File: config.mk
export PLATFORM = sky130hd
export DESIGN_NAME = gtc_top
export DESIGN_NICKNAME = d
export VERILOG_FILES = /design/src/inc/gtc_pkg.sv /design/src/hw/gtc_prescaler.sv /design/src/hw/gtc_top.sv
export SDC_FILE = /design/constraint.sdc
export NUM_CORES = 1
export LEC_CHECK = 0
export ABC_CLOCK_PERIOD_IN_PS = 1800
export CAP_MARGIN = 20
export CORE_ASPECT_RATIO = 0.7
export CORE_UTILIZATION = 35
export CTS_CLUSTER_DIAMETER = 150
export DETAILED_ROUTE_END_ITERATION = 7
export DONT_BUFFER_PORTS = 1
export GPL_ROUTABILITY_DRIVEN = 1
export PLACE_DENSITY = 0.63
export SETUP_SLACK_MARGIN = 0.05
export SYNTH_ARGS = -nofsm -noshare
export SYNTH_HDL_FRONTEND = slang
export SYNTH_SLANG_ARGS = --single-unit
File: constraint.sdc
create_clock -name mclk_in -period 1.8 [get_ports mclk_in]
set_clock_uncertainty 0.15 [all_clocks]
set_input_delay 0.18 -clock mclk_in [delete_from_list [all_inputs] [get_ports mclk_in]]
set_output_delay 0.18 -clock mclk_in [all_outputs]
set_load 0.01 [all_outputs]
File: src/inc/gtc_pkg.sv
package gtc_pkg;

  // bus geometry
  localparam int ADDR_W = 12;
  localparam int DATA_W = 32;
  localparam int CNT_W = 16;
  localparam int PS_W = 2;

  // register byte offsets
  localparam logic [ADDR_W-1:0] CTRL_OFF = 12'h000;
  localparam logic [ADDR_W-1:0] GATE_SRC_OFF = 12'h004;
  localparam logic [ADDR_W-1:0] COUNT_OFF = 12'h008;
  localparam logic [ADDR_W-1:0] STATUS_OFF = 12'h00C;

  // reset values
  localparam logic [7:0] CTRL_RST = 8'h00;
  localparam logic [0:0] GATE_SRC_RST = 1'h0;
  localparam logic [CNT_W-1:0] COUNT_RST = 16'h0000;

  // counter_control_reg fields
  localparam int POL_BIT = 7;
  localparam int GATE_EN_BIT = 6;
  localparam int PS_LSB = 4;
  localparam int OSC_EN_BIT = 3;
  localparam int NOSYNC_BIT = 2;
  localparam int CS_BIT = 1;
  localparam int ON_BIT = 0;

  // comparator_control_reg field
  localparam int GSS_BIT = 0;

  // status fields
  localparam int ST_GATE_OPEN_BIT = 0;
  localparam int ST_RUN_BIT = 1;
  localparam int ST_EXT_LVL_BIT = 2;

  // prescale codes
  localparam logic [PS_W-1:0] PS_DIV1 = 2'h0;
  localparam logic [PS_W-1:0] PS_DIV8 = 2'h3;

  // timing: mclk is the instruction clock, i.e. the oscillator over four
  localparam int MCLK_PERIOD_NS = 50;
  localparam int OSC_DIV = 4;
  localparam int OSC_PERIOD_NS = MCLK_PERIOD_NS / OSC_DIV;
  localparam int INT_TICK_CYCLES = (OSC_PERIOD_NS * OSC_DIV)
                                   / MCLK_PERIOD_NS;
  localparam int DIV8_SPACING = 8;

endpackage : gtc_pkg

File: src/hw/gtc_prescaler.sv
`timescale 1ns/1ps
module gtc_prescaler #(
  parameter int SEL_W = 2
) (
  // clock and reset
  input wire logic mclk_in,
  input wire logic nrst_in,
  // tick path
  input wire logic tick_in,
  input wire logic [SEL_W-1:0] sel_in,
  input wire logic clr_in,
  output logic tick_out
);

  localparam int DIV_W = (1 << SEL_W) - 1;

  logic [DIV_W-1:0] cnt;
  logic [DIV_W-1:0] mask;

  // divide by two to the power sel: pass every tick whose low bits are ones
  always_comb begin
    mask = DIV_W'((1 << sel_in) - 1);
    tick_out = tick_in && ((cnt & mask) == mask);
  end

  // cleared on reconfiguration so a new ratio starts from a clean phase
  always_ff @(posedge mclk_in or negedge nrst_in) begin
    if (!nrst_in) begin
      cnt <= '0;
    end else if (clr_in) begin
      cnt <= '0;
    end else if (tick_in) begin
      cnt <= cnt + DIV_W'(1);
    end
  end

endmodule : gtc_prescaler

File: src/hw/gtc_top.sv
// The address map and register access over APB were left to the implementer.
`timescale 1ns/1ps
// Overview of operation
// RULE_01: polarity bit picks gate level that counts
// RULE_02: polarity applies to pin and comparator gate
// RULE_03: gate enable matters only while counter on
// RULE_04: gate enable clear means always counting
// RULE_05: prescale codes divide by 1, 2, 4, 8
// RULE_06: oscillator enable runs low-power clock source
// RULE_07: external clock synchronised unless sync bit set
// RULE_08: internal source ignores the sync bit
// RULE_09: source bit picks pin edges or Fosc/4
// RULE_10: on bit starts counting, clear holds value
// RULE_11: software enables gating before using gate sources
// RULE_12: one increment per prescaled tick when allowed
module gtc_top #(
  parameter int CNT_W = gtc_pkg::CNT_W
) (
  // clock and reset
  input wire logic mclk_in,
  input wire logic nrst_in,
  // apb slave
  input wire logic psel_in,
  input wire logic penable_in,
  input wire logic pwrite_in,
  input wire logic [gtc_pkg::ADDR_W-1:0] paddr_in,
  input wire logic [gtc_pkg::DATA_W-1:0] pwdata_in,
  output logic [gtc_pkg::DATA_W-1:0] prdata_out,
  output logic pready_out,
  output logic pslverr_out,
  // count clock and gate pins
  input wire logic ext_count_clock_pin_in,
  input wire logic lp_osc_clock_in,
  input wire logic gate_pin_in,
  input wire logic second_comparator_output_in,
  // timer outputs
  output logic low_power_osc_enable_out,
  output logic [CNT_W-1:0] count_value_out,
  output logic rollover_out
);

  logic [7:0] counter_control_reg;
  logic gate_source_select;
  logic [CNT_W-1:0] count;

  logic counter_on;
  logic gate_polarity;
  logic gate_enable_bit;
  logic [gtc_pkg::PS_W-1:0] prescale_select;
  logic low_power_osc_enable;
  logic ext_clock_sync_control;
  logic clock_source_select;

  // apb handshake
  logic access;
  logic ctrl_wr;
  logic gss_wr;
  logic count_wr;

  // synchronisers: stage one read only by stage two
  logic [1:0] ext_s1;
  logic [1:0] ext_s2;
  logic ext_s3;
  logic ext_rise_d;
  logic pin_s1;
  logic pin_s2;
  logic cmp_s1;
  logic cmp_s2;

  logic ext_src;
  logic ext_rise;
  logic ext_tick;
  logic src_tick;
  logic gate_lvl;
  logic gate_open;
  logic run;
  logic count_up;

  function automatic logic addr_hit(
    input logic [gtc_pkg::ADDR_W-1:0] a
  );
    addr_hit = (a == gtc_pkg::CTRL_OFF) || (a == gtc_pkg::GATE_SRC_OFF) ||
               (a == gtc_pkg::COUNT_OFF) || (a == gtc_pkg::STATUS_OFF);
  endfunction : addr_hit

  assign counter_on = counter_control_reg[gtc_pkg::ON_BIT];
  assign gate_polarity = counter_control_reg[gtc_pkg::POL_BIT];
  assign gate_enable_bit = counter_control_reg[gtc_pkg::GATE_EN_BIT];
  assign prescale_select =
    counter_control_reg[gtc_pkg::PS_LSB +: gtc_pkg::PS_W];
  assign low_power_osc_enable = counter_control_reg[gtc_pkg::OSC_EN_BIT];
  assign ext_clock_sync_control = counter_control_reg[gtc_pkg::NOSYNC_BIT];
  assign clock_source_select = counter_control_reg[gtc_pkg::CS_BIT];

  // writes land on the edge where pready is seen high
  assign access = psel_in && penable_in && pready_out;
  assign ctrl_wr = access && pwrite_in && (paddr_in == gtc_pkg::CTRL_OFF);
  assign gss_wr = access && pwrite_in &&
                  (paddr_in == gtc_pkg::GATE_SRC_OFF);
  assign count_wr = access && pwrite_in && (paddr_in == gtc_pkg::COUNT_OFF);

  // one wait state: pready is a flop so read data can be registered too
  always_ff @(posedge mclk_in or negedge nrst_in) begin
    if (!nrst_in) begin
      pready_out <= 1'b0;
    end else begin
      pready_out <= psel_in && penable_in && !pready_out;
    end
  end

  always_ff @(posedge mclk_in or negedge nrst_in) begin
    if (!nrst_in) begin
      pslverr_out <= 1'b0;
    end else if (psel_in && penable_in && !pready_out) begin
      pslverr_out <= !addr_hit(paddr_in);
    end else if (!psel_in) begin
      pslverr_out <= 1'b0;
    end
  end

  always_ff @(posedge mclk_in or negedge nrst_in) begin
    if (!nrst_in) begin
      prdata_out <= '0;
    end else if (psel_in && penable_in && !pready_out && !pwrite_in) begin
      unique case (paddr_in)
        gtc_pkg::CTRL_OFF: begin
          prdata_out <= {24'h000000, counter_control_reg};
        end
        gtc_pkg::GATE_SRC_OFF: begin
          prdata_out <= {31'h0, gate_source_select};
        end
        gtc_pkg::COUNT_OFF: begin
          prdata_out <= gtc_pkg::DATA_W'(count);
        end
        gtc_pkg::STATUS_OFF: begin
          prdata_out <= {29'h0, ext_src, run, gate_open};
        end
        default: begin
          prdata_out <= '0;
        end
      endcase
    end
  end

  always_ff @(posedge mclk_in or negedge nrst_in) begin
    if (!nrst_in) begin
      counter_control_reg <= gtc_pkg::CTRL_RST;
    end else if (ctrl_wr) begin
      counter_control_reg <= pwdata_in[7:0];
    end
  end

  // gate source lives in the comparator block; mirrored here as one bit
  always_ff @(posedge mclk_in or negedge nrst_in) begin
    if (!nrst_in) begin
      gate_source_select <= gtc_pkg::GATE_SRC_RST;
    end else if (gss_wr) begin
      gate_source_select <= pwdata_in[gtc_pkg::GSS_BIT];
    end
  end

  always_ff @(posedge mclk_in or negedge nrst_in) begin
    if (!nrst_in) begin
      low_power_osc_enable_out <= 1'b0;
    end else begin
      low_power_osc_enable_out <= ctrl_wr ?                    // RULE_06
        pwdata_in[gtc_pkg::OSC_EN_BIT] : low_power_osc_enable;
    end
  end

  // with the oscillator on, its output replaces the count pin
  assign ext_src = low_power_osc_enable ? ext_s2[1]         // RULE_06
                                        : ext_s2[0];

  always_ff @(posedge mclk_in or negedge nrst_in) begin
    if (!nrst_in) begin
      ext_s1 <= '0;
      ext_s2 <= '0;
      ext_s3 <= 1'b0;
    end else begin
      ext_s1 <= {lp_osc_clock_in, ext_count_clock_pin_in};
      ext_s2 <= ext_s1;
      ext_s3 <= ext_src;
    end
  end

  always_ff @(posedge mclk_in or negedge nrst_in) begin
    if (!nrst_in) begin
      pin_s1 <= 1'b0;
      pin_s2 <= 1'b0;
      cmp_s1 <= 1'b0;
      cmp_s2 <= 1'b0;
    end else begin
      pin_s1 <= gate_pin_in;
      pin_s2 <= pin_s1;
      cmp_s1 <= second_comparator_output_in;
      cmp_s2 <= cmp_s1;
    end
  end

  // rising edges only; the extra stage aligns them to the instruction cycle
  assign ext_rise = ext_src && !ext_s3;                      // RULE_09

  always_ff @(posedge mclk_in or negedge nrst_in) begin
    if (!nrst_in) begin
      ext_rise_d <= 1'b0;
    end else begin
      ext_rise_d <= ext_rise;
    end
  end

  // the pins always pass the metastability guard, so the unsynchronised
  // mode only saves the alignment stage
  assign ext_tick = ext_clock_sync_control ? ext_rise     // RULE_07
                                           : ext_rise_d;
  // mclk is the instruction clock, so internal ticks every cycle
  assign src_tick = clock_source_select ? ext_tick : 1'b1;  // RULE_08 RULE_09

  assign gate_lvl = gate_source_select ? cmp_s2 : pin_s2;
  assign gate_open = (gate_lvl == gate_polarity);        // RULE_01 RULE_02
  assign run = counter_on &&                             // RULE_03 RULE_10
               (!gate_enable_bit || gate_open);          // RULE_04

  gtc_prescaler #(
    .SEL_W(gtc_pkg::PS_W)
  ) u_prescaler (
    .mclk_in(mclk_in),
    .nrst_in(nrst_in),
    .tick_in(src_tick && run),
    .sel_in(prescale_select),                            // RULE_05
    .clr_in(ctrl_wr),
    .tick_out(count_up)
  );

  // software write beats a same-cycle increment
  always_ff @(posedge mclk_in or negedge nrst_in) begin
    if (!nrst_in) begin
      count <= gtc_pkg::COUNT_RST;
    end else if (count_wr) begin
      count <= pwdata_in[CNT_W-1:0];
    end else if (count_up) begin
      count <= count + CNT_W'(1);                        // RULE_12
    end
  end

  always_ff @(posedge mclk_in or negedge nrst_in) begin
    if (!nrst_in) begin
      rollover_out <= 1'b0;
    end else begin
      rollover_out <= !count_wr && count_up && (&count);
    end
  end

  assign count_value_out = count;
endmodule : gtc_top

==> flow_summary_export.csv, run 1 <==
group,metric,value,unit
clock_network,clk_path_buf_depth,2,
sta,tightest_slew,0.559,ns
floorplanning,dieArea,8420,um2
sta,slew_headroom,62.7,%
sta,period_needed,2.02,ns
placed_design,dp_hpwl,5250,um
final_layout,insertedDiodeCount,0,
global_routing,grt_pass1_wl,12500,um
yosys,netlist_area,2820,um2
clock_network,cts_made_buffers,9,
clock_network,insertion_delay,0.34,ns
sta,fmax,495,MHz
yosys,yosysUniqueCellTypes,37,
global_routing,antenna_found_initial,0,
worst_setup_path,timing.rr.end,"count_value_out[7]",
yosys,synth_seq_cells,58,
placed_design,routabilityCongestion,0.831,
job,cap_violations,0,
global_routing,grt.overflow.total,0,
floorplanning,coreArea,7550,um2
yosys,synth_top_area_share,51.5,%
yosys,netlist_instances,285,
clock_network,cts.clk_slew.worst_paths,0.05,ns
yosys,synthTopCellsByArea,"dfrtp_1, nand2_1, xnor2_1",
placed_design,place_ws,-0.288,ns
drt,drtAntennaViolNets,0,
drt,first_pass_iters,4,
worst_setup_path,path_class,"reg -> reg",
sta,setup_viol,17,
drt,wl,7930,um
worst_setup_path,rr_startpoint,"counter_control_reg[3]",
clock_network,clock-sinks,58,
power_and_ir_drop,peakVddDrop,0.000568,V
floorplanning,die_h,77.1,um
yosys,synth_top_area_cell,"dfrtp_1",
drt,drcViolationCount,0,
final_layout,drive_above_1_share,29.9,%
power_and_ir_drop,p_per_area,789,nW/um2
power_and_ir_drop,p_total,0.00319,W
sta,min_period_over_period,112,%
yosys,yosys_warnings,0,
worst_setup_path,required,1.85,ns
final_layout,final_cell_area,4040,um2
power_and_ir_drop,p_leak,1.87,nW
placed_design,io_buffers,0,
global_routing,grt_pass1_vias,2387,
drt,drt_iter0_drc,228,
floorplanning,die_w,109,um
floorplanning,start_util,37.4,%
worst_setup_path,reg2reg_depth,7,
worst_setup_path,start_kind,"flip-flop",
worst_setup_path,critical_path_arrival,2.08,ns
final_layout,fin_nets,422,
yosys,ys_seq_area_share,51.5,%
clock_network,cts-root-buf,"clkbuf_16",
global_routing,track_usage,20.3,%
yosys,synth_area_per_cell,9.89,um2
status,status,"finished with violations",
worst_setup_path,path_max_fanout,5,
final_layout,area_delta_synth_final,43.3,%
drt,vias,2330,
final_layout,postLayoutCoreUtil,53.5,%
sta,hold_viol,0,
status,violations,"negative setup slack",
placed_design,dpl_cell_area,3150,um2
worst_setup_path,ff2ff_setup_slack,-0.22,ns
hold_path,holdCritPathClass,"in -> reg",
sta,slew_viol_final,0,
sta,finalSetupTns,-2.50,ns
sta,grt_setup_unrepaired,"true",
global_routing,grt_max_degree,59,
worst_setup_path,startpoint,"counter_control_reg[3]",
sta,finalWorstSetupSlack,-0.221,ns
worst_setup_path,crit_end,"count_value_out[7]",
clock_network,cts_tree,"done",
drt,drt-wirelength-per-cell,16.9,um
clock_network,h-tree-depth,3,
worst_setup_path,cp-end-kind,"flip-flop",
floorplanning,rows,26,
floorplanning,ios,105,
drt,post_drt_via_cell_ratio,4.97,
worst min-delay path by stage:
stage | from | to | slack [ns] | cells past startpoint
2_1_floorplan | nrst_in | cmp_s1 | -0.27 | 0
3_5_place_dp | nrst_in | low_power_osc_enable_out | -0.26 | 0
5_1_grt | paddr_in[3] | prdata_out[2] | 0.02 | 4
6_report | paddr_in[3] | prdata_out[2] | 0.01 | 4
3_3_place_gp | nrst_in | low_power_osc_enable_out | -0.26 | 0
4_1_cts | paddr_in[10] | u_prescaler.cnt[2] | 0.001 | 4
layout by cell type, fill, tap and decap left out, drive strengths merged, types with 3 or more instances in the layout:
master	n
dlygate4sd3	26
nand3	17
a21oi	19
xor2	4
nor2	28
nand2b	4
a22oi	5
xnor2	15
mux2i	6
clkbuf	12
nand2	40
nor4	5
conb	16
buf	55
nand4	3
nor3	12
mux2	8
inv	7
o21ai	9
dfrtp	58
Yosys cell counts:
master	n
dfrtp_1	58
nand2_1	40
nor2_1	28
a21oi_1	19
nand3_1	17
buf_4	16
xnor2_1	15
clkbuf_1	9
o21ai_0	9
mux2_2	8
nor3_1	8
inv_1	7
mux2i_1	6
a22oi_1	5
nand2b_1	4
nor3_2	4
nor4_1	4
xor2_1	4
nand4_1	3
a31oi_1	2
ha_1	2
nor2b_1	2
a22o_1	1
and2b_1	1
and3_1	1
and4bb_2	1
buf_1	1
buf_6	1
conb_1	1
nand4b_4	1
nor4_2	1
nor4bb_1	1
o221ai_1	1
o22ai_1	1
o311ai_4	1
or2_2	1
or3_1	1
stage by stage:
step / hold WS, ns / std cells
floorplan: -0.266 / 300
global placement: -0.263 / 413
detailed placement: -0.264 / 413
CTS: 0.00106 / 461
global route: 0.0222 / 469
finish: 0.0114 / 469
kinds of logic after synthesis:
family / Yosys count / synth area share, %
muxes: 14 / 5.33
xor gates and xnor gates: 19 / 5.90
other: 1 / 0.133
DFF: 58 / 51.5
and+or+nand+nor: 118 / 20.8
buffers and inverters: 34 / 6.92
adders and majority gates: 2 / 0.888
AOI/OAI and AO/OA: 39 / 8.52
critical path, cell delays in order (launching register included):
cell and delay [ns]:
dfrtp_1 0.39, mux2i_2 0.18, o311ai_4 0.33, buf_6 0.16, nand4b_4 0.20, nor3_4 0.25, xnor2_1 0.14, a21oi_1 0.09
power by group:
part	internal [W]	switching [W]	leakage (nW)
Combinational	0.0000783	0.000107	1.05
Sequential	0.00132	0.0000117	0.682
Clock	0.00109	0.000571	0.142
area by class of cell:
| cell class | count | area [um2] |
|---|---|---|
| clock buffers | 12 | 246 |
| repair buffers | 82 | 721 |
| fillers | 664 | 3510 |
| flip-flops and latches | 58 | 1450 |
| well taps | 98 | 123 |
| multi-input cells | 209 | 1430 |
| clock inverters | 3 | 40.0 |
| inverters | 7 | 26.3 |
routing by layer:
layer / track usage (%) / part of all wire, % / vias up
li1: - / - / 1113
met3: 7.57 / 8.6 / 11
met1: 27.7 / 47 / 1110
met5: 0 / 0 / -
met2: 28.0 / 43 / 96
met4: 9.87 / 1.2 / 0
repair_timing:
item                                    4_1_cts  5_1_grt
endpoints found under the setup margin       21       31
gates resized for setup                      17       28
pin swaps                                    18       22
endpoints found under the hold margin        94        0
hold buffers                                 28        0
gates cloned                                  1        1
buffers inserted                              5        7
Note: power is estimated with default switching activity, not from simulation.
==> run 2: changes to the inputs <==
--- a/config.mk
+++ b/config.mk
@@ -7,7 +7,7 @@
 export LEC_CHECK = 0
 export ABC_CLOCK_PERIOD_IN_PS = 1800
 export CAP_MARGIN = 20
-export CORE_ASPECT_RATIO = 0.7
+export CORE_ASPECT_RATIO = 1.2
 export CORE_UTILIZATION = 35
 export CTS_CLUSTER_DIAMETER = 150
 export DETAILED_ROUTE_END_ITERATION = 7
==> run 2 against run 1 <==
  * Sequential cell count did not move
  * Critical path type unchanged
  * Highest routed layer unchanged
  * Global-route usage fell by 3.2 points
  * Largest cell class unchanged
  * The flow finishes with violations (design-rule violations, negative setup slack)
  * Die area barely moved
==> flow_summary_export.csv, run 2 (synthesis results as in run 1) <==
group,metric,value,unit
floorplanning,dieArea,8420,um2
drt,drt_iter0_drc,156,
clock_network,h-tree-depth,3,
worst_setup_path,path_buf_inv,1,
status,violations,"design-rule violations, negative setup slack",
drt,drcViolationCount,16,
worst_setup_path,cp-end-kind,"flip-flop",
final_layout,drive_above_1_share,29.0,%
power_and_ir_drop,cell_internal_pwr,0.00219,W
placed_design,routabilityCongestion,0.863,
worst_setup_path,worstPathCellList,"mux2i_2 -> o311ai_4 -> buf_6 -> nand4b_4 -> nor3_1 -> xnor2_1 -> a21oi_1",
worst_setup_path,cp_slowest_stage_delay,0.40,ns
placed_design,io_buffers,0,
power_and_ir_drop,clkPwrFrac,47.0,%
job,cap_violations,0,
power_and_ir_drop,swShare,23.4,%
worst_setup_path,path_class,"reg -> reg",
worst_setup_path,critical_path_arrival,2.16,ns
final_layout,final_cell_mix,"dfrtp_1, buf_4, nand2_1, dlygate4sd3_1, nor2_1",
power_and_ir_drop,switchingPower,0.000671,W
drt,dr_wl_met2,3760,um
clock_network,insertion_delay,0.34,ns
global_routing,track_usage,17.1,%
power_and_ir_drop,share_comb_of_total_power,6.4,%
floorplanning,rows,35,
sta,grt_setup_unrepaired,"true",
drt,drtAntennaViolNets,0,
sta,period_needed,2.09,ns
power_and_ir_drop,p_leak,1.81,nW
floorplanning,die_w,83.9,um
final_layout,insertedDiodeCount,0,
power_and_ir_drop,seq_power_share,46.6,%
placed_design,dpl_cell_area,3160,um2
final_layout,mostFrequentLayoutCell,"dfrtp_1",
drt,vias,2292,
sta,setup_viol,18,
floorplanning,die_h,100,um
sta,fmax,479,MHz
drt,wl,7200,um
worst_setup_path,start_kind,"flip-flop",
sta,finalWorstSetupSlack,-0.289,ns
worst_setup_path,slowest_stage,"dfrtp_1",
clock_network,cts_made_buffers,9,
worst_setup_path,cp_top_family,"simple AND/OR/NAND/NOR gates",
floorplanning,coreArea,7750,um2
clock_network,cts.clk_slew.worst_paths,0.07,ns
final_layout,fin_nets,416,
drt,drt-met1-wl,2820,um
sta,min_period_over_period,116,%
drt,dr_wl_met3,441,um
final_layout,postLayoutCoreUtil,50.9,%
clock_network,cts_tree,"done",
sta,whs,0.00771,ns
drt,first_pass_iters,6,
floorplanning,start_util,36.4,%
final_layout,final_cell_area,3940,um2
power_and_ir_drop,p_per_area,726,nW/um2
final_layout,area_delta_synth_final,39.9,%
floorplanning,ios,105,
global_routing,grt_pass1_vias,2277,
clock_network,cts-root-buf,"clkbuf_8",
status,status,"finished with violations",
clock_network,clock-sinks,58,
worst_setup_path,required,1.87,ns
power_and_ir_drop,p_total,0.00286,W
power_and_ir_drop,peakVddDrop,0.000772,V
clock_network,clk_path_buf_depth,2,
global_routing,antenna_found_initial,0,
drt,post_drt_via_cell_ratio,5.00,
global_routing,grt_max_degree,59,
global_routing,grt.overflow.total,0,
worst_setup_path,path_max_fanout,6,
global_routing,grt_pass1_wl,11000,um
drt,highest_layer,"met4",
placed_design,place_ws,-0.246,ns
hold_path,holdCritPathClass,"in -> reg",
placed_design,dp_hpwl,4870,um
sta,slew_viol_final,0,
drt,drt-wirelength-per-cell,15.7,um
sta,hold_viol,0,
-- run 2: cell count changes in the layout (fill, tap and decap cells not counted), moves of 3 or more --
cell       before  now
buf_4          50   39
clkbuf_16       9    0
nor3_1          1    5
buf_6           4    7
nor3_2          6    2
nor2_2          1    4
clkbuf_8        1    9
clkinv_4        0    3
-- run 2: power by group through the flow --
stage | Clock (W) | Sequential [W] | Combinational, W
5_1_grt | 0.00144 | 0.00133 | 0.000203
4_1_cts | 0.00138 | 0.00133 | 0.000170
2_1_floorplan | 0 | 0.00136 | 0.0000873
6_report | 0.00134 | 0.00133 | 0.000184
3_5_place_dp | 0 | 0.00136 | 0.0000821
3_3_place_gp | 0 | 0.00136 | 0.0000809
-- run 2: timing repair --
action | 4_1_cts | 5_1_grt
pin swaps | 1 | 21
setup endpoints to repair | 17 | 32
hold buffers | 29 | 0
gates cloned | 0 | 2
hold endpoints to repair | 94 | 0
buffers inserted | 2 | 5
resized for setup | 1 | 45
-- run 2: area by class of cell --
class | count | area, um2
Multi-Input combinational cell | 209 | 1420
Fill cell | 711 | 3810
Sequential cell | 58 | 1450
Tap cell | 92 | 115
Clock inverter | 7 | 103
Clock buffer | 9 | 124
Inverter | 7 | 26.3
Timing Repair Buffer | 76 | 704
-- run 2: worst reg2reg max path: stages (launching register included) --
cell and delay [ns]:
dfrtp_1 0.40, mux2i_2 0.18, o311ai_4 0.33, buf_6 0.16, nand4b_4 0.18, nor3_1 0.31
xnor2_1 0.16, a21oi_1 0.09
-- run 2: final timing paths --
check,end,slack (ns),from,cells past startpoint
worst min-delay path,pslverr_out,0.008,paddr_in[10],3
min in group asynchronous,gate_source_select,0.22,nrst_in,2
worst max register to register,count_value_out[7],-0.29,counter_control_reg[3],7
max in group asynchronous,ext_s2[0],1.03,nrst_in,2
worst min register to register,pin_s2,0.20,pin_s1,0
worst max-delay path,count_value_out[7],-0.29,counter_control_reg[3],7
-- run 2: stage by stage --
| step | TNS, ns | std cells |
|---|---|---|
| floorplan | -0.605 | 300 |
| global placement | -1.86 | 407 |
| detailed placement | -2.81 | 407 |
| CTS | -2.88 | 454 |
| global route | -5.11 | 458 |
| finish | -3.48 | 458 |
-- run 2: metal layers --
| metal | vias to the layer above | track usage (%) |
|---|---|---|
| li1 | 1095 | - |
| met1 | 1106 | 19.4 |
| met2 | 76 | 29.1 |
| met3 | 15 | 5.43 |
| met4 | 0 | 8.75 |
| met5 | - | 0 |
==> run 3: changes to the inputs <==
--- a/config.mk
+++ b/config.mk
@@ -13,6 +13,7 @@
 export DETAILED_ROUTE_END_ITERATION = 7
 export DONT_BUFFER_PORTS = 1
 export GPL_ROUTABILITY_DRIVEN = 1
+export HOLD_SLACK_MARGIN = 0.08
 export PLACE_DENSITY = 0.63
 export SETUP_SLACK_MARGIN = 0.05
 export SYNTH_ARGS = -nofsm -noshare
==> run 3 against run 2 <==
  * Sequential power about the same
  * Cell count increased by 0.44%
  * Final area about the same
  * Clock power about the same
  * Die area unchanged
  * The flow still finishes with violations (design-rule violations, negative setup slack)
  * Setup slack improved by 0.032 ns
  * Count of clock-buffer cells in the layout unchanged
  * Register-to-register slack improved by 0.03 ns
  * Sequential share of layout area about the same
==> flow_summary_export.csv, run 3 (synthesis results as in run 1) <==
group,metric,value,unit
status,status,"finished with violations",
status,violations,"design-rule violations, negative setup slack",
clock_network,cts.clk_slew.worst_paths,0.07,ns
final_layout,final_cell_mix,"dfrtp_1, buf_4, nand2_1, dlygate4sd3_1, nor2_1",
floorplanning,ios,105,
final_layout,mostFrequentLayoutCell,"dfrtp_1",
worst_setup_path,crit_end,"count_value_out[3]",
final_layout,postLayoutCoreUtil,50.9,%
sta,hold_viol,0,
floorplanning,coreArea,7750,um2
sta,grt_setup_unrepaired,"true",
drt,drtAntennaViolNets,0,
sta,tightest_slew,0.501,ns
sta,period_needed,2.06,ns
sta,slew_viol_final,0,
sta,setup_viol,16,
job,cap_violations,0,
worst_setup_path,rr_startpoint,"gate_source_select",
placed_design,dp_hpwl,4870,um
drt,drt-met1-wl,2900,um
floorplanning,die_w,83.9,um
sta,finalSetupTns,-3.17,ns
final_layout,fin_nets,418,
clock_network,h-tree-depth,3,
drt,first_pass_iters,7,
final_layout,area_delta_synth_final,39.9,%
global_routing,track_usage,17.2,%
clock_network,clk_path_buf_depth,2,
clock_network,clock-sinks,58,
global_routing,grt.overflow.total,0,
global_routing,grt_pass1_wl,11000,um
floorplanning,die_h,100,um
power_and_ir_drop,p_leak,1.81,nW
drt,dr_wl_met3,430,um
worst_setup_path,cp-end-kind,"flip-flop",
power_and_ir_drop,p_per_area,729,nW/um2
clock_network,insertion_delay,0.34,ns
final_layout,n_fill_cell,713,
placed_design,io_buffers,0,
worst_setup_path,startpoint,"gate_source_select",
final_layout,final_cell_area,3940,um2
worst_setup_path,ff2ff_setup_slack,-0.26,ns
sta,slew_headroom,66.6,%
worst_setup_path,timing.rr.end,"count_value_out[3]",
power_and_ir_drop,p_total,0.00287,W
drt,wl,7210,um
worst_setup_path,required,1.91,ns
final_layout,multi_input_area,1400,um2
clock_network,cts_made_buffers,9,
drt,post_drt_via_cell_ratio,5.03,
global_routing,grt_pass1_vias,2292,
global_routing,antenna_found_initial,0,
drt,highest_layer,"met4",
power_and_ir_drop,peakVddDrop,0.000773,V
worst_setup_path,start_kind,"flip-flop",
worst_setup_path,path_class,"reg -> reg",
sta,whs,0.115,ns
final_layout,drive_above_1_share,27.7,%
hold_path,holdCritPathClass,"in -> reg",
drt,drt-wirelength-per-cell,15.7,um
drt,drcViolationCount,16,
global_routing,grt_max_degree,59,
floorplanning,start_util,36.4,%
drt,drt_iter0_drc,149,
placed_design,routabilityCongestion,0.863,
clock_network,cts-root-buf,"clkbuf_8",
clock_network,cts_tree,"done",
drt,vias,2312,
sta,finalWorstSetupSlack,-0.257,ns
drt,dr_wl_met2,3750,um
worst_setup_path,path_max_fanout,6,
sta,min_period_over_period,114,%
placed_design,dpl_cell_area,3160,um2
worst_setup_path,reg2reg_depth,7,
final_layout,insertedDiodeCount,0,
final_layout,ff_latch_area,1450,um2
floorplanning,dieArea,8420,um2
sta,fmax,486,MHz
worst_setup_path,critical_path_arrival,2.17,ns
floorplanning,rows,35,
==> run 3: layout make-up <==
| class | count | share of cell area, % |
|---|---|---|
| clock buffer | 9 | 3.14 |
| clock inverter | 7 | 2.60 |
| inverter | 7 | 0.666 |
| multi-input combinational | 209 | 35.6 |
| sequential | 58 | 36.8 |
| tap | 92 | 2.92 |
| timing repair buffer | 78 | 18.3 |
==> run 3: worst min-delay path by stage <==
stage	from	end	slack [ns]	cells past startpoint
finish	paddr_in[3]	prdata_out[0]	0.12	4
global route	paddr_in[3]	prdata_out[2]	0.14	4
CTS	psel_in	u_prescaler.cnt[2]	0.08	4
detailed placement	nrst_in	pin_s1	-0.26	0
global placement	nrst_in	pin_s1	-0.26	0
floorplan	nrst_in	cmp_s1	-0.27	0
==> run 3: metal layers <==
metal,GRT usage (%),up-vias
met5,0,-
met4,8.75,0
met3,5.43,11
met2,29.3,63
met1,19.4,1138
li1,-,1100
==> run 3: what timing repair did <==
action	in CTS	in global routing
hold buffers	31	0
pin swaps	1	18
cloned	0	2
endpoints found under the setup margin	17	30
buffers inserted	2	4
endpoints found under the hold margin	107	0
gates resized for setup	1	40
==> run 3: worst max-delay path: stages, from the launching register on <==
cell	delay, ns
dfrtp_1	0.39
mux2i_2	0.27
mux2i_2	0.34
nand4b_4	0.25
buf_6	0.13
and2b_1	0.18
xnor2_1	0.12
a21oi_1	0.15
==> run 3: stage by stage <==
stage                     setup slack, ns  cells
final                              -0.257    460
after global routing               -0.346    460
after CTS                          -0.232    456
after detailed placement           -0.246    407
after global placement             -0.172    407
after floorplan                   -0.0923    300
==> run 3: where the power goes <==
group / switching (W) / leakage [nW] / internal (W)
sequential: 0.0000129 / 0.682 / 0.00132
combinational: 0.000103 / 1.02 / 0.0000812
clock: 0.000565 / 0.110 / 0.000790
total: 0.000681 / 1.81 / 0.00219
